**src/hw/rcr_map.svh**
```systemverilog
/*
 * Register offsets, field positions, reset values and timing counts
 * of the reset cause and memory remap block.
 * Assumes byte addresses on a 32-bit register port, data in bits 7:0.
 */
`ifndef RCR_MAP_SVH
`define RCR_MAP_SVH

// -----------------------------------------------------------------------
// Register offsets
// -----------------------------------------------------------------------
`define RCR_MAP_SEL_OFF    32'hFFFF0220
`define RCR_CAUSE_STA_OFF  32'hFFFF0230
`define RCR_CAUSE_CLR_OFF  32'hFFFF0234
`define RCR_INT_STA_OFF    32'hFFFF0238
`define RCR_INT_MSK_OFF    32'hFFFF023C

// -----------------------------------------------------------------------
// Field positions and reset values
// -----------------------------------------------------------------------
`define RCR_MAP_SRAM_BIT   0
`define RCR_MAP_SRAM4K_BIT 3
`define RCR_MAP_FL32K_BIT  4
`define RCR_CAUSE_POR_BIT  0
`define RCR_CAUSE_WDT_BIT  1
`define RCR_CAUSE_SW_BIT   2
`define RCR_CAUSE_RST      3'h1
`define RCR_INT_WDT_BIT    0
`define RCR_INT_SW_BIT     1
`define RCR_INT_EXT_BIT    2
`define RCR_INT_BOOT_BIT   3
`define RCR_RESET_VECTOR   32'h00000000

// -----------------------------------------------------------------------
// Timing: hold and kernel times in ns, clock period in ps, least times rounded up to cycles
// -----------------------------------------------------------------------
`define RCR_CLK_PERIOD_PS  25000
`define RCR_HOLD_TIME_NS   250
`define RCR_KERN_TIME_NS   1000
`define RCR_HOLD_CYC  ((`RCR_HOLD_TIME_NS * 1000 + `RCR_CLK_PERIOD_PS - 1) \
                       / `RCR_CLK_PERIOD_PS)
`define RCR_KERN_CYC  ((`RCR_KERN_TIME_NS * 1000 + `RCR_CLK_PERIOD_PS - 1) \
                       / `RCR_CLK_PERIOD_PS)

`endif

```
**src/hw/rcr_pkg.sv**
```systemverilog
/*
 * Types of the reset cause and memory remap block.
 * Assumes nothing beyond a SystemVerilog compiler.
 */
package rcr_pkg;

    // Sequencer states.
    typedef enum logic [1:0] {
        ST_HOLD   = 2'b00,
        ST_KERNEL = 2'b01,
        ST_RUN    = 2'b10,
        ST_LOADER = 2'b11
    } rcr_state_type;

    // One register port request.
    typedef struct packed {
        logic        wr;
        logic        rd;
        logic [31:0] addr;
        logic [7:0]  wdata;
    } rcr_req_type;

endpackage : rcr_pkg

```
**src/hw/rcr_top.sv**
```systemverilog
/*
 * Reset cause recorder, reset sequencer and low-memory mirror select.
 * Assumes RST_B is the power-on reset, all inputs are synchronous to
 * CLOCK, and the watchdog timeout is a one-cycle pulse.
 */
`timescale 1ns/1ps
`include "rcr_map.svh"

module rcr_top
    import rcr_pkg::*;
#(
    parameter bit FLASH_32K = 1'b0,
    parameter bit SRAM_4K   = 1'b0
) (
    // Clock and power-on reset
    input  wire logic        CLOCK,
    input  wire logic        RST_B,
    // Register port
    input  wire logic [31:0] ADDR,
    input  wire logic [31:0] WDATA,
    input  wire logic        WR,
    input  wire logic        RD,
    output logic      [31:0] RDATA,
    // Reset sources and boot strap
    input  wire logic        WDT_TIMEOUT,
    input  wire logic        EXT_RESET_B,
    input  wire logic        BOOT_MODE_PIN,
    // System control
    output logic             SYS_RESET_B,
    output logic             KERNEL_ACTIVE,
    output logic             CORE_START,
    output logic      [31:0] BOOT_VECTOR,
    output logic             LOW_MIRROR_SRAM,
    // Interrupt
    output logic             IRQ
);

    // -------------------------------------------------------------------
    // Address decode
    // -------------------------------------------------------------------

    // Matches a bus address against one register offset.
    function automatic logic hit(input logic [31:0] a,
                                 input logic [31:0] off);
        return a == off;
    endfunction : hit

    rcr_req_type   req;
    rcr_state_type state_q;
    rcr_state_type state_d;
    logic [7:0]    cnt_q;
    logic [7:0]    cnt_d;
    logic          remap_q;
    logic          remap_d;
    logic [2:0]    cause_q;
    logic [2:0]    cause_d;
    logic [2:0]    cause_set;
    logic [3:0]    ist_q;
    logic [3:0]    ist_d;
    logic [3:0]    ist_set;
    logic [3:0]    imsk_q;
    logic          ext_q;
    logic          start_q;
    logic [31:0]   rdata_q;
    logic [31:0]   rdata_d;
    wire           wr_map;
    wire           wr_sta;
    wire           wr_clr;
    wire           wr_ist;
    wire           wr_msk;
    wire           sw_req;
    wire           ext_low;
    wire           reset_req;
    wire           hold_done;
    wire           kern_done;
    wire [7:0]     map_rd;

    // Bus request bundle and write strobes per register.
    assign req    = '{wr: WR, rd: RD, addr: ADDR, wdata: WDATA[7:0]};
    assign wr_map = req.wr && hit(req.addr, `RCR_MAP_SEL_OFF);
    assign wr_sta = req.wr && hit(req.addr, `RCR_CAUSE_STA_OFF);
    assign wr_clr = req.wr && hit(req.addr, `RCR_CAUSE_CLR_OFF);
    assign wr_ist = req.wr && hit(req.addr, `RCR_INT_STA_OFF);
    assign wr_msk = req.wr && hit(req.addr, `RCR_INT_MSK_OFF);

    // -------------------------------------------------------------------
    // Reset sources
    // -------------------------------------------------------------------

    // Watchdog, external pin and software write all restart the system.
    assign sw_req    = wr_sta && req.wdata[`RCR_CAUSE_SW_BIT];
    assign ext_low   = !EXT_RESET_B;
    assign reset_req = WDT_TIMEOUT || ext_low || sw_req;

    // Cause flags; the external pin sets none, and a set beats a clear.
    assign cause_set = {sw_req, WDT_TIMEOUT, 1'b0};
    assign cause_d   = (cause_q & ~(wr_clr ? req.wdata[2:0] : 3'h0))
                     | cause_set;

    // Power-on reset leaves only the power-on flag set.
    always_ff @(posedge CLOCK or negedge RST_B) begin
        if (!RST_B) begin
            cause_q <= `RCR_CAUSE_RST;
        end else begin
            cause_q <= cause_d;
        end
    end

    // -------------------------------------------------------------------
    // Reset sequencer
    // -------------------------------------------------------------------

    assign hold_done = cnt_q == 8'(`RCR_HOLD_CYC - 1);
    assign kern_done = cnt_q == 8'(`RCR_KERN_CYC - 1);

    // Holds the system in reset, runs the kernel, then starts the core, or enters the loader when BOOT_MODE_PIN is low.
    always_comb begin
        state_d = state_q;
        cnt_d   = cnt_q + 8'h01;
        if (reset_req) begin
            state_d = ST_HOLD;
            cnt_d   = 8'h00;
        end else begin
            unique case (state_q)
                ST_HOLD: begin
                    if (hold_done) begin
                        state_d = ST_KERNEL;
                        cnt_d   = 8'h00;
                    end
                end
                ST_KERNEL: begin
                    if (kern_done) begin
                        state_d = BOOT_MODE_PIN ? ST_RUN : ST_LOADER;
                        cnt_d   = 8'h00;
                    end
                end
                ST_RUN: begin
                    cnt_d = 8'h00;
                end
                ST_LOADER: begin
                    cnt_d = 8'h00;
                end
            endcase
        end
    end

    // State, counter and the one-cycle jump pulse.
    always_ff @(posedge CLOCK or negedge RST_B) begin
        if (!RST_B) begin
            state_q <= ST_HOLD;
            cnt_q   <= 8'h00;
            start_q <= 1'b0;
        end else begin
            state_q <= state_d;
            cnt_q   <= cnt_d;
            start_q <= state_q == ST_KERNEL && state_d == ST_RUN;
        end
    end

    assign SYS_RESET_B   = state_q != ST_HOLD;
    assign KERNEL_ACTIVE = state_q == ST_KERNEL;
    assign CORE_START    = start_q;
    assign BOOT_VECTOR   = `RCR_RESET_VECTOR;

    // -------------------------------------------------------------------
    // Low memory mirror
    // -------------------------------------------------------------------

    // Software picks SRAM or flash; any reset forces flash back.
    assign remap_d = (reset_req || state_q == ST_HOLD) ? 1'b0
                   : wr_map ? req.wdata[`RCR_MAP_SRAM_BIT]
                   : remap_q;

    always_ff @(posedge CLOCK or negedge RST_B) begin
        if (!RST_B) begin
            remap_q <= 1'b0;
        end else begin
            remap_q <= remap_d;
        end
    end

    assign LOW_MIRROR_SRAM = remap_q;

    // Size flags are fixed by the part model and ignore writes.
    assign map_rd = {3'h0, FLASH_32K, SRAM_4K, 2'h0, remap_q};

    // -------------------------------------------------------------------
    // Interrupts
    // -------------------------------------------------------------------

    assign ist_set = {start_q, ext_low && !ext_q, sw_req, WDT_TIMEOUT};

    // Sticky event bits, cleared by writing one; a new event wins.
    for (genvar i = 0; i < 4; i++) begin : g_ist
        assign ist_d[i] = ist_set[i]
                        || (ist_q[i] && !(wr_ist && req.wdata[i]));
    end

    always_ff @(posedge CLOCK or negedge RST_B) begin
        if (!RST_B) begin
            ist_q  <= 4'h0;
            imsk_q <= 4'h0;
            ext_q  <= 1'b0;
        end else begin
            ist_q  <= ist_d;
            imsk_q <= wr_msk ? req.wdata[3:0] : imsk_q;
            ext_q  <= ext_low;
        end
    end

    assign IRQ = |(ist_q & imsk_q);

    // -------------------------------------------------------------------
    // Read data
    // -------------------------------------------------------------------

    // Read data stands for one cycle; the clear register reads zero.
    always_comb begin
        rdata_d = 32'h00000000;
        if (req.rd) begin
            if (hit(req.addr, `RCR_MAP_SEL_OFF)) begin
                rdata_d[7:0] = map_rd;
            end else if (hit(req.addr, `RCR_CAUSE_STA_OFF)) begin
                rdata_d[2:0] = cause_q;
            end else if (hit(req.addr, `RCR_INT_STA_OFF)) begin
                rdata_d[3:0] = ist_q;
            end else if (hit(req.addr, `RCR_INT_MSK_OFF)) begin
                rdata_d[3:0] = imsk_q;
            end
        end
    end

    always_ff @(posedge CLOCK or negedge RST_B) begin
        if (!RST_B) begin
            rdata_q <= 32'h00000000;
        end else begin
            rdata_q <= rdata_d;
        end
    end

    assign RDATA = rdata_q;
endmodule : rcr_top

```
**config.mk**
```make
export PLATFORM = sky130hd
export DESIGN_NAME = rcr_top
export DESIGN_NICKNAME = d
export VERILOG_FILES = /design/src/hw/rcr_pkg.sv /design/src/hw/rcr_top.sv
export VERILOG_INCLUDE_DIRS = /design/src /design/src/hw
export SDC_FILE = /design/constraint.sdc
export NUM_CORES = 1
export LEC_CHECK = 0
export ABC_AREA = 1
export BUFFER_PORTS_ARGS = -buffer_cell sky130_fd_sc_hd__buf_2
export CELL_PAD_IN_SITES_DETAIL_PLACEMENT = 0
export CELL_PAD_IN_SITES_GLOBAL_PLACEMENT = 1
export CORE_AREA = 8 8 90 100
export CTS_CLUSTER_DIAMETER = 30
export DETAILED_ROUTE_END_ITERATION = 7
export DIE_AREA = 0 0 98 108
export PLACE_DENSITY_LB_ADDON = 0.1
export SYNTH_ARGS = -nofsm -noshare
export SYNTH_HDL_FRONTEND = slang
export SYNTH_SLANG_ARGS = --single-unit
```
**constraint.sdc**
```tcl
create_clock -name CLOCK -period 2.42 [get_ports CLOCK]
set_clock_uncertainty 0.1 [all_clocks]
set_input_delay 0.242 -clock CLOCK [delete_from_list [all_inputs] [get_ports CLOCK]]
set_output_delay 0.242 -clock CLOCK [all_outputs]
set_load 0.1 [all_outputs]
```
Yosys cells after proc, flatten, opt, wreduce, memory -nomap -nowiden
Index checks and enable logic that the tools add are counted.

cells by class
  equality and inequality tests = 11
  $add $sub $neg = 1
  bitwise operators = 4
  reductions and logical operators = 34
  multiplexer cells = 18

operator list
  operator                                                                count
  32-bit equality test (second input constant)                            5
  8-bit 2-to-1 mux                                                        3
  8-bit one-hot mux with 3 select lines                                   1
  1-bit logical AND                                                       16
  4-bit 2-to-1 mux                                                        4
  8-bit by 1-bit adder with 8-bit output (second input constant)          1
  8-bit by 4-bit equality test with 1-bit output (second input constant)  1
  8-bit by 6-bit equality test with 1-bit output (second input constant)  1
  1-bit logical OR                                                        7
  2-bit equality test (second input constant)                             3
  1-bit logical NOT                                                       6
  2-bit 2-to-1 mux                                                        3
  3-bit 2-to-1 mux                                                        2
  4-bit bitwise AND                                                       1
  1-bit 2-to-1 mux                                                        4
  2-bit one-hot mux with 2 select lines                                   1
  2-bit nonzero test                                                      2
  4-bit OR reduction                                                      1
  3-bit bitwise AND                                                       1
  3-bit NOT                                                               1
  3-bit bitwise OR                                                        1
  2-bit by 1-bit equality test with 1-bit output (second input constant)  1
  2-bit logical NOT                                                       1
  2-bit OR reduction                                                      1

storage, ports and cells
  logic and storage cells = 77
  input port bits = 71
  output and inout port bits = 69
  register bits after elaboration = 32

Logic depth before layout (Yosys ltp)
Gate-level depths: netlist of the first run.

  depth in word-level cells = 7
  depth in mapped cells = 11

Least setup slack after synthesis of the first run
Ideal clock, no wire load.

  path type = reg2out
  from = register state_q[0]
  to = output KERNEL_ACTIVE
  required time = 2.078 ns
  arrival = 1.669 ns
  path buffers = 0
  cell stages (with the launch flop) = 3
  path slack = 0.409 ns
  cells stage by stage = dfrtp_1 -> inv_1 -> nor2_1

on the way
  longest elaborated chain between the ends = 1

RTL lines
  element                                         RTL line        RTL
  start: declaration                              rcr_top.sv:49   rcr_state_type state_q;
  start signal: assignment                        rcr_top.sv:154  state_q <= state_d;
  2-bit by 1-bit equality test with 1-bit output  rcr_top.sv:161  assign KERNEL_ACTIVE = state_q == ST_KERNEL;
  end: declaration                                rcr_top.sv:30   output logic KERNEL_ACTIVE,

Every way passes these cells.

Worst setup path after layout of the first run
  from = register cnt_q[0]
  to = register cnt_q[7]

on the way
  longest elaborated chain between the ends = 4
  elaborated cells on any way between the ends = 7

RTL lines
  element                                                               RTL line                        RTL
  start: declaration                                                    rcr_top.sv:51                   logic [7:0] cnt_q;
  start signal: assignment                                              rcr_top.sv:155                  cnt_q <= cnt_d;
  8-bit by 1-bit adder with 8-bit output, or another cell as far along  rcr_top.sv:119                  cnt_d = cnt_q + 8'h01;
  8-bit 2-to-1 mux, on equally long branches                            rcr_top.sv:132, rcr_top.sv:126
  8-bit one-hot mux with 3 select lines (*)                             rcr_top.sv:124                  unique case (state_q)
  8-bit 2-to-1 mux (*)                                                  rcr_top.sv:120                  if (reset_req) begin
  named net cnt_d[7]                                                    rcr_top.sv:52                   logic [7:0] cnt_d;

Mark *: on every way through the listed nets, which the timed path passes. The rest lies on a longest branch.
A chain may end at the register's enable or synchronous reset.

==> impl_metrics.prom, run 1 <==
# TYPE chip_impl_metric gauge
chip_impl_info{name="outcome",value="finished, final reports clean"} 1
chip_impl_metric{name="max_cap_viol_count",unit=""} 0
chip_impl_metric{name="drt_iter0_markers",unit=""} 37
chip_impl_metric{name="first_pass_grt_wire_length",unit="um"} 8310
chip_impl_metric{name="worst_r2r_path_depth",unit=""} 8
chip_impl_info{name="type_of_destination_of_the_critical_path",value="register"} 1
chip_impl_metric{name="cts.sink_count",unit=""} 28
chip_impl_info{name="setup_repair_after_global_routing_missed_its_margin",value="no"} 1
chip_impl_metric{name="stdcell_area",unit="mm2"} 0.00232
chip_impl_metric{name="ir_drop",unit="mV"} 0.234
chip_impl_metric{name="synth.yosys.seq_area_share",unit="%"} 32.8
chip_impl_metric{name="globalplace.congestion",unit=""} 0.746
chip_impl_metric{name="grt_overflow_total",unit=""} 0
chip_impl_metric{name="first_global_vias",unit=""} 1772
chip_impl_metric{name="r2r_slack",unit="ns"} 0.68
chip_impl_metric{name="clock_tree.buffer_depth",unit=""} 2
chip_impl_metric{name="die_area",unit="mm2"} 0.0106
chip_impl_metric{name="drt_first_pass_iters",unit=""} 2
chip_impl_metric{name="nNetsFinal",unit=""} 411
chip_impl_metric{name="final.hold.worst_slack",unit="ns"} 0.0244
chip_impl_info{name="postSynth.topFlopCell",value="dfrtp_1"} 1
chip_impl_metric{name="syn_avg_cell_area",unit="um2"} 7.55
chip_impl_metric{name="cts-buffers-inserted",unit=""} 3
chip_impl_info{name="crit_type",value="reg -> reg"} 1
chip_impl_metric{name="die_y",unit="um"} 108
chip_impl_metric{name="pwr_density_cell",unit="mW/mm2"} 542
chip_impl_metric{name="p_leak",unit="nW"} 1.29
chip_impl_metric{name="path_max_fanout",unit=""} 7
chip_impl_info{name="cts_root_buffer",value="clkbuf_8"} 1
chip_impl_info{name="worst_hold_path_type",value="in -> reg"} 1
chip_impl_metric{name="via_per_inst",unit=""} 3.90
chip_impl_metric{name="synth.distinct_cells",unit=""} 28
chip_impl_metric{name="antenna_violating_nets_post_route",unit=""} 0
chip_impl_metric{name="synth_top_area_share",unit="%"} 31.6
chip_impl_metric{name="slew_viol_final",unit=""} 0
chip_impl_metric{name="ant_diodes",unit=""} 0
chip_impl_metric{name="clock_latency_of_the_later_clocked_register_in_the_worst_skew_pair",unit="ns"} 0.27
chip_impl_metric{name="max_freq",unit="GHz"} 0.576
chip_impl_metric{name="place_area",unit="mm2"} 0.00225
chip_impl_metric{name="htreeDepth",unit=""} 1
chip_impl_metric{name="port-buffer-count",unit=""} 51
chip_impl_metric{name="postSynthCellCount",unit=""} 283
chip_impl_info{name="cts_tree",value="built"} 1
chip_impl_metric{name="die-width",unit="um"} 98
chip_impl_metric{name="layout.core_utilization",unit="%"} 31.7
chip_impl_metric{name="ys.warnings.count",unit=""} 0
chip_impl_info{name="min_delay_worst_endpoint",value="ext_q"} 1
chip_impl_metric{name="rows",unit=""} 33
chip_impl_metric{name="postCtsResizedCells",unit=""} 0
chip_impl_metric{name="post-cts-setup-buffers",unit=""} 0
chip_impl_metric{name="asyncSetResetFlopFracSynth",unit="%"} 100
chip_impl_info{name="r2r_end",value="cnt_q[7]"} 1
chip_impl_metric{name="post_detail_place_hpwl",unit="um"} 4210
chip_impl_metric{name="transition_time_of_the_tightest_slew_check_pin",unit="ns"} 0.678
chip_impl_metric{name="placeableCoreArea",unit="mm2"} 0.00731
chip_impl_metric{name="start_util",unit="%"} 29.2
chip_impl_metric{name="detail_routed_net_length_per_standard_cell",unit="um"} 11.9
chip_impl_metric{name="synthesis.area",unit="mm2"} 0.00214
chip_impl_metric{name="area_growth",unit="%"} 8.43
chip_impl_metric{name="finalCriticalPeriod",unit="ns"} 1.74
chip_impl_metric{name="synth.ff_latch_count",unit=""} 28
chip_impl_metric{name="final_hold_fails",unit=""} 0
chip_impl_metric{name="drive_above_1_share",unit="%"} 22.8
chip_impl_info{name="synth_largest_area_cell",value="dfrtp_1"} 1
chip_impl_metric{name="holdPathStages",unit=""} 2
chip_impl_metric{name="max-slew-margin-rel",unit="%"} 54.8
chip_impl_metric{name="drc_violation_count_after_routing",unit=""} 0
chip_impl_metric{name="final_min_period_over_clock_period",unit="%"} 71.7
chip_impl_metric{name="route.vias.total",unit=""} 1654
chip_impl_metric{name="boundaryPins",unit=""} 140
chip_impl_metric{name="fin_tns_setup",unit="ns"} 0
chip_impl_metric{name="grt_start_max_net_pins",unit=""} 29
chip_impl_info{name="reg2reg_from",value="cnt_q[0]"} 1
chip_impl_metric{name="nFillCells",unit=""} 843
chip_impl_metric{name="clk_pin_slew",unit="ns"} 0.10
chip_impl_metric{name="grt_antenna_before_repair",unit=""} 0
chip_impl_metric{name="number_of_enable_type_register_cells_in_the_synthesized_netlist",unit=""} 0
chip_impl_info{name="synth.area.top_cells",value="dfrtp_1 (32%), buf_4 (21%), nand2_1 (8.4%), inv_1 (6.3%), nor2_1 (6.1%)"} 1
chip_impl_metric{name="timing.critical_path.arrival",unit="ns"} 1.79
chip_impl_info{name="worstSetupStartpointType",value="register"} 1
chip_impl_metric{name="worstPathRequired",unit="ns"} 2.48
chip_impl_metric{name="holdBufCountCts",unit=""} 1
chip_impl_metric{name="global_route.usage.total",unit="%"} 9.46
chip_impl_metric{name="routed_wl",unit="um"} 5060
chip_impl_info{name="hold_start",value="EXT_RESET_B"} 1
chip_impl_metric{name="setup-violations-final",unit=""} 0
-- through the flow --
| stage | setup WS, ns | total power [mW] | cells |
|---|---|---|---|
| 2_1_floorplan | 0.409 | 0.995 | 342 |
| 3_3_place_gp | 0.671 | 0.967 | 419 |
| 3_5_place_dp | 0.668 | 0.967 | 419 |
| 4_1_cts | 0.665 | 1.27 | 424 |
| 5_1_grt | 0.443 | 1.31 | 424 |
| 6_report | 0.684 | 1.26 | 424 |
-- kinds of logic (layout without fill, tap and decap cells) --
logic type / after synthesis / count (layout) / synth area share, %
buf+inv: 98 / 93 / 28.5
xor+xnor: 4 / 4 / 1.64
flops: 28 / 28 / 32.8
simple gates: 126 / 126 / 29.5
compound gates: 24 / 24 / 6.15
fa+ha+maj: 2 / 2 / 1.17
other cells: 1 / 60 / 0.175
-- where the power goes --
part	internal, mW	total [mW]	leakage, nW	switching (mW)
combinational	0.0364	0.490	0.903	0.454
clock	0.146	0.295	0.0288	0.149
sequential	0.470	0.472	0.363	0.00191
-- worst max-delay path, stage by stage (launching register included) --
cell and delay, ns:
dfrtp_1 0.43, ha_1 0.19, nand2_1 0.09, inv_1 0.10
nand4_1 0.11, nand3_1 0.13, o21ai_0 0.09, inv_1 0.29
nor3_1 0.09
-- cells in the mapped netlist, types with 3 or more instances --
master   instances
a21oi_1          3
buf_4           60
dfrtp_1         27
inv_1           36
nand2_1         48
nand2_4          3
nand3_1         13
nand4_1          7
nor2_1          35
nor3_1           3
nor3_2           8
o21ai_0         13
o21ai_1          4
xor2_1           4
-- per-layer routing --
layer	global-route usage, %	up-vias	share of wire [%]
li1	-	864	-
met4	2.34	0	0.65
met5	0	-	0
met3	3.02	4	7.6
met2	18.0	57	51
met1	9.84	729	41
-- flip-flops by register name (all words and copies together) (netlist names) --
signal,flops
cnt_q,8
imsk_q,4
state_q,2
cause_q,3
RDATA,4
ext_q,1
CORE_START,1
ist_q,4
LOW_MIRROR_SRAM,1
-- cells in the final DEF, fill, tap and decap left out, drive strengths merged --
cell and instances:
a21oi 4, buf 51, clkbuf 4, conb 60, dfrtp 27, dfstp 1
dlygate4sd3 1, ha 2, inv 37, nand2 53, nand3 13, nand4 7
nor2 40, nor3 11, nor3b 1, o21a 1, o21ai 17, o21bai 2
or2 1, xor2 4
-- final cells by class --
cell class / count / area [um2] / area share, %
multi-input cells: 216 / 1050 / 45.2
well taps: 87 / 109 / 4.70
repair buffers: 52 / 265 / 11.4
flip-flops and latches: 28 / 702 / 30.3
clock buffers: 4 / 55.1 / 2.38
inverters: 37 / 139 / 5.99
-- worst max-delay path by stage --
stage / start / end / slack [ns] / cells past startpoint
2_1_floorplan: state_q[0] / KERNEL_ACTIVE / 0.41 / 2
3_5_place_dp: ADDR[1] / RDATA[0] / 0.67 / 9
5_1_grt: cnt_q[0] / cnt_q[7] / 0.44 / 8
4_1_cts: cnt_q[0] / cnt_q[7] / 0.66 / 8
3_3_place_gp: cnt_q[0] / cnt_q[7] / 0.67 / 8
6_report: cnt_q[0] / cnt_q[7] / 0.68 / 8
(Power assumes the default switching activity.)
==> run 2: changes to the inputs <==
--- a/config.mk
+++ b/config.mk
@@ -6,14 +6,14 @@
 export SDC_FILE = /design/constraint.sdc
 export NUM_CORES = 1
 export LEC_CHECK = 0
-export ABC_AREA = 1
+export ABC_AREA = 0
 export BUFFER_PORTS_ARGS = -buffer_cell sky130_fd_sc_hd__buf_2
 export CELL_PAD_IN_SITES_DETAIL_PLACEMENT = 0
 export CELL_PAD_IN_SITES_GLOBAL_PLACEMENT = 1
-export CORE_AREA = 8 8 90 100
+export CORE_AREA = 8 8 93 103
 export CTS_CLUSTER_DIAMETER = 30
 export DETAILED_ROUTE_END_ITERATION = 7
-export DIE_AREA = 0 0 98 108
+export DIE_AREA = 0 0 101 111
 export PLACE_DENSITY_LB_ADDON = 0.1
 export SYNTH_ARGS = -nofsm -noshare
 export SYNTH_HDL_FRONTEND = slang
==> constraint.sdc (replaced) <==
create_clock -name CLOCK -period 1.46 [get_ports CLOCK]
set_clock_uncertainty 0.1 [all_clocks]
set_input_delay 0.146 -clock CLOCK [delete_from_list [all_inputs] [get_ports CLOCK]]
set_output_delay 0.146 -clock CLOCK [all_outputs]
set_load 0.1 [all_outputs]
==> impl_metrics.prom, run 2 <==
# TYPE chip_impl_metric gauge
chip_impl_info{name="outcome",value="finished, violations left"} 1
chip_impl_info{name="violated_checks",value="setup timing"} 1
chip_impl_metric{name="synth.ff_latch_count",unit=""} 28
chip_impl_metric{name="max_cap_viol_count",unit=""} 0
chip_impl_metric{name="ant_diodes",unit=""} 0
chip_impl_metric{name="power_frac_seq",unit="%"} 37.4
chip_impl_metric{name="first_global_vias",unit=""} 1728
chip_impl_info{name="dr.max_layer_used",value="met4"} 1
chip_impl_metric{name="asyncSetResetFlopFracSynth",unit="%"} 100
chip_impl_metric{name="clock_tree.buffer_depth",unit=""} 2
chip_impl_metric{name="synth.distinct_cells",unit=""} 44
chip_impl_info{name="cts_root_buffer",value="clkbuf_8"} 1
chip_impl_metric{name="clock_latency_of_the_later_clocked_register_in_the_worst_skew_pair",unit="ns"} 0.27
chip_impl_metric{name="synthesis.area",unit="mm2"} 0.00198
chip_impl_info{name="synth_common_cells",value="buf_4 (62), dfrtp_1 (27), nand2_1 (12), nor2_1 (12), nand3_1 (8)"} 1
chip_impl_metric{name="worstPathRequired",unit="ns"} 1.53
chip_impl_metric{name="pwr_density_cell",unit="mW/mm2"} 768
chip_impl_metric{name="boundaryPins",unit=""} 140
chip_impl_metric{name="grt_overflow_total",unit=""} 0
chip_impl_info{name="synth_largest_area_cell",value="dfrtp_1"} 1
chip_impl_info{name="worstSetupStartpointType",value="input port"} 1
chip_impl_info{name="crit_type",value="in -> reg"} 1
chip_impl_metric{name="stdcell_area",unit="mm2"} 0.00272
chip_impl_metric{name="global_route.usage.total",unit="%"} 9.40
chip_impl_metric{name="place_area",unit="mm2"} 0.00243
chip_impl_metric{name="synth.yosys.seq_area_share",unit="%"} 35.4
chip_impl_metric{name="die_y",unit="um"} 111
chip_impl_metric{name="met1_length",unit="um"} 2110
chip_impl_metric{name="finalCriticalPeriod",unit="ns"} 1.62
chip_impl_metric{name="first_pass_grt_wire_length",unit="um"} 8600
chip_impl_metric{name="htreeDepth",unit=""} 1
chip_impl_metric{name="largest_reg_flops",unit=""} 8
chip_impl_metric{name="route.met3.wl",unit="um"} 231
chip_impl_metric{name="layout.core_utilization",unit="%"} 34.8
chip_impl_metric{name="grt_start_max_net_pins",unit=""} 29
chip_impl_info{name="final_common_cell",value="conb_1"} 1
chip_impl_metric{name="rows",unit=""} 34
chip_impl_metric{name="area_growth",unit="%"} 37.4
chip_impl_metric{name="ir_drop",unit="mV"} 0.334
chip_impl_metric{name="final_hold_fails",unit=""} 0
chip_impl_metric{name="wl_met2",unit="um"} 3110
chip_impl_metric{name="post_route_total_power",unit="mW"} 2.09
chip_impl_metric{name="start_util",unit="%"} 25.3
chip_impl_metric{name="postSynthCellCount",unit=""} 205
chip_impl_metric{name="cts-buffers-inserted",unit=""} 3
chip_impl_metric{name="ys.warnings.count",unit=""} 0
chip_impl_metric{name="timing.critical_path.arrival",unit="ns"} 1.69
chip_impl_metric{name="syn_avg_cell_area",unit="um2"} 9.67
chip_impl_info{name="yosysMostFrequentCell",value="buf_4"} 1
chip_impl_metric{name="setup-violations-final",unit=""} 24
chip_impl_metric{name="drc_violation_count_after_routing",unit=""} 0
chip_impl_info{name="max_flop_register",value="cnt_q"} 1
chip_impl_info{name="final_cell_mix",value="conb_1 (60), buf_2 (43), buf_4 (37), dfrtp_1 (27), nand2_1 (10)"} 1
chip_impl_metric{name="nFillCells",unit=""} 877
chip_impl_info{name="synth.area.top_cells",value="dfrtp_1 (34%), buf_4 (23%), mux2_4 (3.0%), nand2_1 (2.3%), nor2_1 (2.3%)"} 1
chip_impl_info{name="critical_path.cell_chain",value="buf_6, nor4_4, nand4_2, or4b_4, nor2_8, mux2_4"} 1
chip_impl_info{name="setup_repair_after_global_routing_missed_its_margin",value="yes"} 1
chip_impl_metric{name="port-buffer-count",unit=""} 51
chip_impl_info{name="cts_tree",value="built"} 1
chip_impl_info{name="crit_slowest_cell",value="or4b_4"} 1
chip_impl_metric{name="share_comb_of_total_power",unit="%"} 41.6
chip_impl_metric{name="slew_viol_final",unit=""} 0
chip_impl_info{name="postSynth.topFlopCell",value="dfrtp_1"} 1
chip_impl_metric{name="clockPowerShare",unit="%"} 21.0
chip_impl_metric{name="clk_pin_slew",unit="ns"} 0.10
chip_impl_metric{name="preCtsSetupSlack",unit="ns"} -0.562
chip_impl_metric{name="power_report.internal_total",unit="mW"} 1.08
chip_impl_metric{name="grt_antenna_before_repair",unit=""} 0
chip_impl_metric{name="nNetsFinal",unit=""} 371
chip_impl_metric{name="p_leak",unit="nW"} 1.34
chip_impl_metric{name="max_freq",unit="GHz"} 0.618
chip_impl_metric{name="final.setup.worst_slack",unit="ns"} -0.159
chip_impl_metric{name="drt_first_pass_iters",unit=""} 4
chip_impl_metric{name="route.vias.total",unit=""} 1581
chip_impl_metric{name="die_area",unit="mm2"} 0.0112
chip_impl_metric{name="number_of_enable_type_register_cells_in_the_synthesized_netlist",unit=""} 0
chip_impl_info{name="worst_hold_path_type",value="in -> reg"} 1
chip_impl_metric{name="via_per_inst",unit=""} 3.90
chip_impl_metric{name="swShare",unit="%"} 48.5
chip_impl_metric{name="drt_iter0_markers",unit=""} 10
chip_impl_metric{name="critical_path.max_stage_delay",unit="ns"} 0.55
chip_impl_metric{name="path_max_fanout",unit=""} 4
chip_impl_metric{name="detail_routed_net_length_per_standard_cell",unit="um"} 13.5
chip_impl_info{name="type_of_destination_of_the_critical_path",value="register"} 1
chip_impl_metric{name="final_min_period_over_clock_period",unit="%"} 111
chip_impl_metric{name="die-width",unit="um"} 101
chip_impl_metric{name="synth_top_area_share",unit="%"} 34.1
chip_impl_metric{name="drive_above_1_share",unit="%"} 45.5
chip_impl_metric{name="routed_wl",unit="um"} 5460
chip_impl_metric{name="placeableCoreArea",unit="mm2"} 0.00783
chip_impl_metric{name="cts.sink_count",unit=""} 28
chip_impl_metric{name="power_spent_charging_and_discharging_nets",unit="mW"} 1.01
chip_impl_metric{name="post_detail_place_hpwl",unit="um"} 4390
chip_impl_metric{name="antenna_violating_nets_post_route",unit=""} 0
chip_impl_metric{name="globalplace.congestion",unit=""} 0.709
run 2: changes by cell type in the layout (fill, tap and decap cells not counted), sizes merged, moves of 7 or more:
cell   delta
nand2    -41
inv      -31
buf      +39
o21ai    -13
nor4      +7
nor2     -27
run 2: worst max-delay path, delay by kind of cell:
family / cells / cell delay (ns)
buffers and inverters: 1 / 0.09
and+or+nand+nor: 4 / 1.14
muxes: 1 / 0.31
run 2: cell type report:
cell class | count | area, um2 | area share, %
well taps | 108 | 135 | 4.96
flip-flops and latches | 28 | 702 | 25.8
inverters | 6 | 22.5 | 0.827
repair buffers | 93 | 671 | 24.6
clock buffers | 4 | 45.0 | 1.65
multi-input cells | 166 | 1150 | 42.2
run 2: power by group through the flow:
stage / clock (mW) / combinational (mW) / sequential [mW]
after floorplan: 0 / 0.843 / 0.797
after global placement: 0 / 0.843 / 0.797
after detailed placement: 0 / 0.842 / 0.797
after CTS: 0.468 / 0.858 / 0.782
after global routing: 0.494 / 0.898 / 0.783
final: 0.438 / 0.870 / 0.782
run 2: kinds of logic (layout without fill, tap and decap cells):
| group | Yosys count | in the layout | synth area share, % |
|---|---|---|---|
| mux | 9 | 9 | 5.62 |
| compound gates | 19 | 19 | 7.38 |
| simple gates | 70 | 70 | 22.1 |
| fa+ha+maj | 2 | 2 | 1.26 |
| flops | 28 | 28 | 35.4 |
| xor+xnor | 6 | 6 | 2.65 |
| buf+inv | 70 | 103 | 25.4 |
| other cells | 1 | 60 | 0.189 |
run 2: final timing paths:
kind / start / end / slack (ns) / depth (start not counted)
min in group asynchronous: RST_B / RDATA[0] / 0.31 / 3
worst min register to register: ext_q / ist_q[2] / 0.33 / 1
max in group asynchronous: RST_B / cause_q[0] / 0.64 / 3
worst min-delay path: BOOT_MODE_PIN / CORE_START / 0.02 / 3
worst max-delay path: ADDR[12] / imsk_q[3] / -0.16 / 6
worst max register to register: cnt_q[0] / cnt_q[3] / -0.07 / 6
run 2: what timing repair did:
| item | CTS | global route |
|---|---|---|
| gates resized for setup | 18 | 16 |
| pin swaps | 5 | 8 |
| hold endpoints to repair | 31 | 0 |
| hold buffers | 3 | 0 |
| setup endpoints to repair | 29 | 29 |
| buffers inserted | 4 | 4 |
run 2: metrics by stage:
stage | hold WS (ns) | TNS [ns] | instances
after floorplan | -0.250 | -4.50 | 264
after global placement | 0.0839 | -12.61 | 390
after detailed placement | 0.0885 | -12.37 | 390
after CTS | 0.00628 | -2.37 | 401
after global routing | 0.0221 | -3.96 | 405
final | 0.0207 | -1.97 | 405
run 2: metal layers:
layer,GRT usage (%),up-vias
met5,0,-
li1,-,773
met2,18.2,42
met3,1.88,2
met1,10.3,764
met4,1.19,0
==> run 3: changes to the inputs <==
--- a/config.mk
+++ b/config.mk
@@ -10,10 +10,10 @@
 export BUFFER_PORTS_ARGS = -buffer_cell sky130_fd_sc_hd__buf_2
 export CELL_PAD_IN_SITES_DETAIL_PLACEMENT = 0
 export CELL_PAD_IN_SITES_GLOBAL_PLACEMENT = 1
-export CORE_AREA = 8 8 93 103
+export CORE_AREA = 8 8 88 98
 export CTS_CLUSTER_DIAMETER = 30
 export DETAILED_ROUTE_END_ITERATION = 7
-export DIE_AREA = 0 0 101 111
+export DIE_AREA = 0 0 96 106
 export PLACE_DENSITY_LB_ADDON = 0.1
 export SYNTH_ARGS = -nofsm -noshare
 export SYNTH_HDL_FRONTEND = slang
==> constraint.sdc (replaced) <==
create_clock -name CLOCK -period 1.7 [get_ports CLOCK]
set_clock_uncertainty 0.1 [all_clocks]
set_input_delay 0.17 -clock CLOCK [delete_from_list [all_inputs] [get_ports CLOCK]]
set_output_delay 0.17 -clock CLOCK [all_outputs]
set_load 0.1 [all_outputs]
==> impl_metrics.prom, run 3 (synthesized netlist as in run 2, its figures left out) <==
# TYPE chip_impl_metric gauge
chip_impl_metric{name="area_growth",unit="%"} 20.0
chip_impl_info{name="cts_root_buffer",value="clkbuf_8"} 1
chip_impl_metric{name="nNetsFinal",unit=""} 347
chip_impl_info{name="final_common_cell",value="conb_1"} 1
chip_impl_metric{name="globalplace.congestion",unit=""} 0.731
chip_impl_metric{name="crit_cells",unit=""} 6
chip_impl_metric{name="worstPathRequired",unit="ns"} 1.77
chip_impl_info{name="reg2reg_from",value="cnt_q[0]"} 1
chip_impl_info{name="crit_slowest_cell",value="or4b_4"} 1
chip_impl_info{name="outcome",value="finished, final reports clean"} 1
chip_impl_metric{name="die-width",unit="um"} 96
chip_impl_info{name="min_delay_worst_endpoint",value="ist_q[0]"} 1
chip_impl_metric{name="die_area",unit="mm2"} 0.0102
chip_impl_metric{name="max_cap_viol_count",unit=""} 0
chip_impl_metric{name="route.vias.total",unit=""} 1445
chip_impl_metric{name="ir_drop",unit="mV"} 0.356
chip_impl_metric{name="critical_path.max_stage_delay",unit="ns"} 0.55
chip_impl_metric{name="die_y",unit="um"} 106
chip_impl_metric{name="p_leak",unit="nW"} 1.20
chip_impl_metric{name="drive_above_1_share",unit="%"} 35.5
chip_impl_metric{name="clock_tree.buffer_depth",unit=""} 2
chip_impl_metric{name="max-slew-margin-rel",unit="%"} 55.9
chip_impl_metric{name="finalCriticalPeriod",unit="ns"} 1.65
chip_impl_metric{name="clockPowerShare",unit="%"} 23.1
chip_impl_metric{name="port-buffer-count",unit=""} 51
chip_impl_metric{name="drc_violation_count_after_routing",unit=""} 0
chip_impl_metric{name="largest_reg_flops",unit=""} 8
chip_impl_metric{name="cts.sink_count",unit=""} 28
chip_impl_info{name="worstSetupStartpointType",value="input port"} 1
chip_impl_info{name="max_flop_register",value="cnt_q"} 1
chip_impl_metric{name="htreeDepth",unit=""} 1
chip_impl_metric{name="cts-buffers-inserted",unit=""} 3
chip_impl_info{name="final_cell_mix",value="conb_1 (60), buf_2 (48), dfrtp_1 (27), buf_4 (15), nand2_1 (12)"} 1
chip_impl_metric{name="grt_start_max_net_pins",unit=""} 29
chip_impl_metric{name="first_pass_grt_wire_length",unit="um"} 7720
chip_impl_metric{name="path_max_fanout",unit=""} 4
chip_impl_metric{name="drt_iter0_markers",unit=""} 31
chip_impl_metric{name="timing.critical_path.arrival",unit="ns"} 1.72
chip_impl_metric{name="via_per_inst",unit=""} 4.01
chip_impl_metric{name="preCtsSetupSlack",unit="ns"} -0.341
chip_impl_metric{name="final_hold_fails",unit=""} 0
chip_impl_metric{name="share_comb_of_total_power",unit="%"} 39.8
chip_impl_metric{name="critical_path_buf_inv_count",unit=""} 1
chip_impl_metric{name="pwr_density_cell",unit="mW/mm2"} 760
chip_impl_metric{name="global_route.usage.total",unit="%"} 9.43
chip_impl_metric{name="power_spent_charging_and_discharging_nets",unit="uW"} 862
chip_impl_metric{name="placeableCoreArea",unit="mm2"} 0.00714
chip_impl_info{name="type_of_destination_of_the_critical_path",value="register"} 1
chip_impl_metric{name="ant_diodes",unit=""} 0
chip_impl_metric{name="drt_first_pass_iters",unit=""} 2
chip_impl_metric{name="clk_pin_slew",unit="ns"} 0.10
chip_impl_info{name="critical_path.cell_chain",value="buf_2, and4bb_2, nand4_2, or4b_4, nor2_8, mux2_4"} 1
chip_impl_metric{name="final.setup.worst_slack",unit="ns"} 0.0463
chip_impl_metric{name="stdcell_area",unit="mm2"} 0.00238
chip_impl_info{name="crit_type",value="in -> reg"} 1
chip_impl_metric{name="slew_viol_final",unit=""} 0
chip_impl_metric{name="max_freq",unit="GHz"} 0.605
chip_impl_metric{name="boundaryPins",unit=""} 140
chip_impl_metric{name="start_util",unit="%"} 27.8
chip_impl_metric{name="r2r_slack",unit="ns"} 0.15
chip_impl_metric{name="transition_time_of_the_tightest_slew_check_pin",unit="ns"} 0.662
chip_impl_metric{name="first_global_vias",unit=""} 1525
chip_impl_metric{name="post_detail_place_hpwl",unit="um"} 4140
chip_impl_metric{name="place_area",unit="mm2"} 0.00226
chip_impl_info{name="cts_tree",value="built"} 1
chip_impl_metric{name="power_frac_seq",unit="%"} 37.1
chip_impl_metric{name="grt_antenna_before_repair",unit=""} 0
chip_impl_metric{name="antenna_violating_nets_post_route",unit=""} 0
chip_impl_metric{name="detail_routed_net_length_per_standard_cell",unit="um"} 13.7
chip_impl_metric{name="routed_wl",unit="um"} 4940
chip_impl_metric{name="holdPathStages",unit=""} 2
chip_impl_metric{name="rows",unit=""} 33
chip_impl_metric{name="setup-violations-final",unit=""} 0
chip_impl_info{name="timing.critical_path.max_delay_family",value="simple AND/OR/NAND/NOR gates"} 1
chip_impl_metric{name="clock_latency_of_the_later_clocked_register_in_the_worst_skew_pair",unit="ns"} 0.27
chip_impl_info{name="r2r_end",value="cnt_q[3]"} 1
chip_impl_info{name="worst_hold_path_type",value="in -> reg"} 1
chip_impl_metric{name="final_min_period_over_clock_period",unit="%"} 97.3
chip_impl_info{name="hold_start",value="WDT_TIMEOUT"} 1
chip_impl_metric{name="swShare",unit="%"} 47.7
chip_impl_metric{name="worst_r2r_path_depth",unit=""} 6
chip_impl_metric{name="grt_overflow_total",unit=""} 0
chip_impl_metric{name="power_report.internal_total",unit="uW"} 947
run 3: worst max-delay path by stage:
stage | start | to | slack (ns)
final | ADDR[10] | imsk_q[0] | 0.05
after global routing | ADDR[15] | imsk_q[0] | -0.002
after CTS | ADDR[28] | imsk_q[1] | 0.01
after detailed placement | ADDR[12] | imsk_q[1] | -0.34
after global placement | ADDR[12] | imsk_q[3] | -0.34
after floorplan | ADDR[12] | imsk_q[0] | -0.14
run 3: cell type report:
class                      instances  area [um2]
sequential                        28         702
tap                               87         109
multi-input combinational        166        1050
timing repair buffer              69         444
inverter                           6        22.5
clock buffer                       4        55.1
fill                             782        4760
run 3: through the flow:
stage / utilization (%) / setup TNS [ns] / hold WS, ns / cells / total power [mW]
after floorplan: - / -0.542 / -0.226 / 264 / 1.41
after global placement: 31.6 / -5.14 / 0.150 / 353 / 1.40
after detailed placement: 31.6 / -4.87 / 0.157 / 353 / 1.40
after CTS: 32.9 / 0 / 0.0130 / 360 / 1.84
after global routing: 33.3 / -0.00158 / 0.0144 / 360 / 1.89
final: 33.3 / 0 / 0.0165 / 360 / 1.81
run 3: timing repair:
action	CTS	global route
cloned	0	0
pin swaps	1	3
gates resized for setup	1	6
endpoints found under the setup margin	4	19
hold endpoints to repair	29	0
buffers inserted	1	0
hold buffers	2	0
run 3: per-layer routing:
| layer | up-vias | wire (um) | GRT usage, % |
|---|---|---|---|
| li1 | 725 | - | - |
| met1 | 683 | 1750 | 9.90 |
| met2 | 35 | 2900 | 18.5 |
| met3 | 2 | 273 | 1.97 |
| met4 | 0 | 14 | 1.43 |
| met5 | - | 0 | 0 |
run 3: worst reg2reg max path, cell delays in order (launching register included):
cell and delay [ns]:
dfrtp_1 0.43, ha_1 0.20, nor4bb_2 0.17, nand2_1 0.07, o31ai_1 0.05, and2_2 0.23, nor4_2 0.21
run 3: power groups by stage:
| stage | Combinational, mW | Sequential [mW] | Clock (mW) |
|---|---|---|---|
| floorplan | 0.722 | 0.684 | 0 |
| global placement | 0.711 | 0.685 | 0 |
| detailed placement | 0.712 | 0.685 | 0 |
| CTS | 0.716 | 0.672 | 0.449 |
| global route | 0.745 | 0.672 | 0.470 |
| finish | 0.720 | 0.672 | 0.418 |
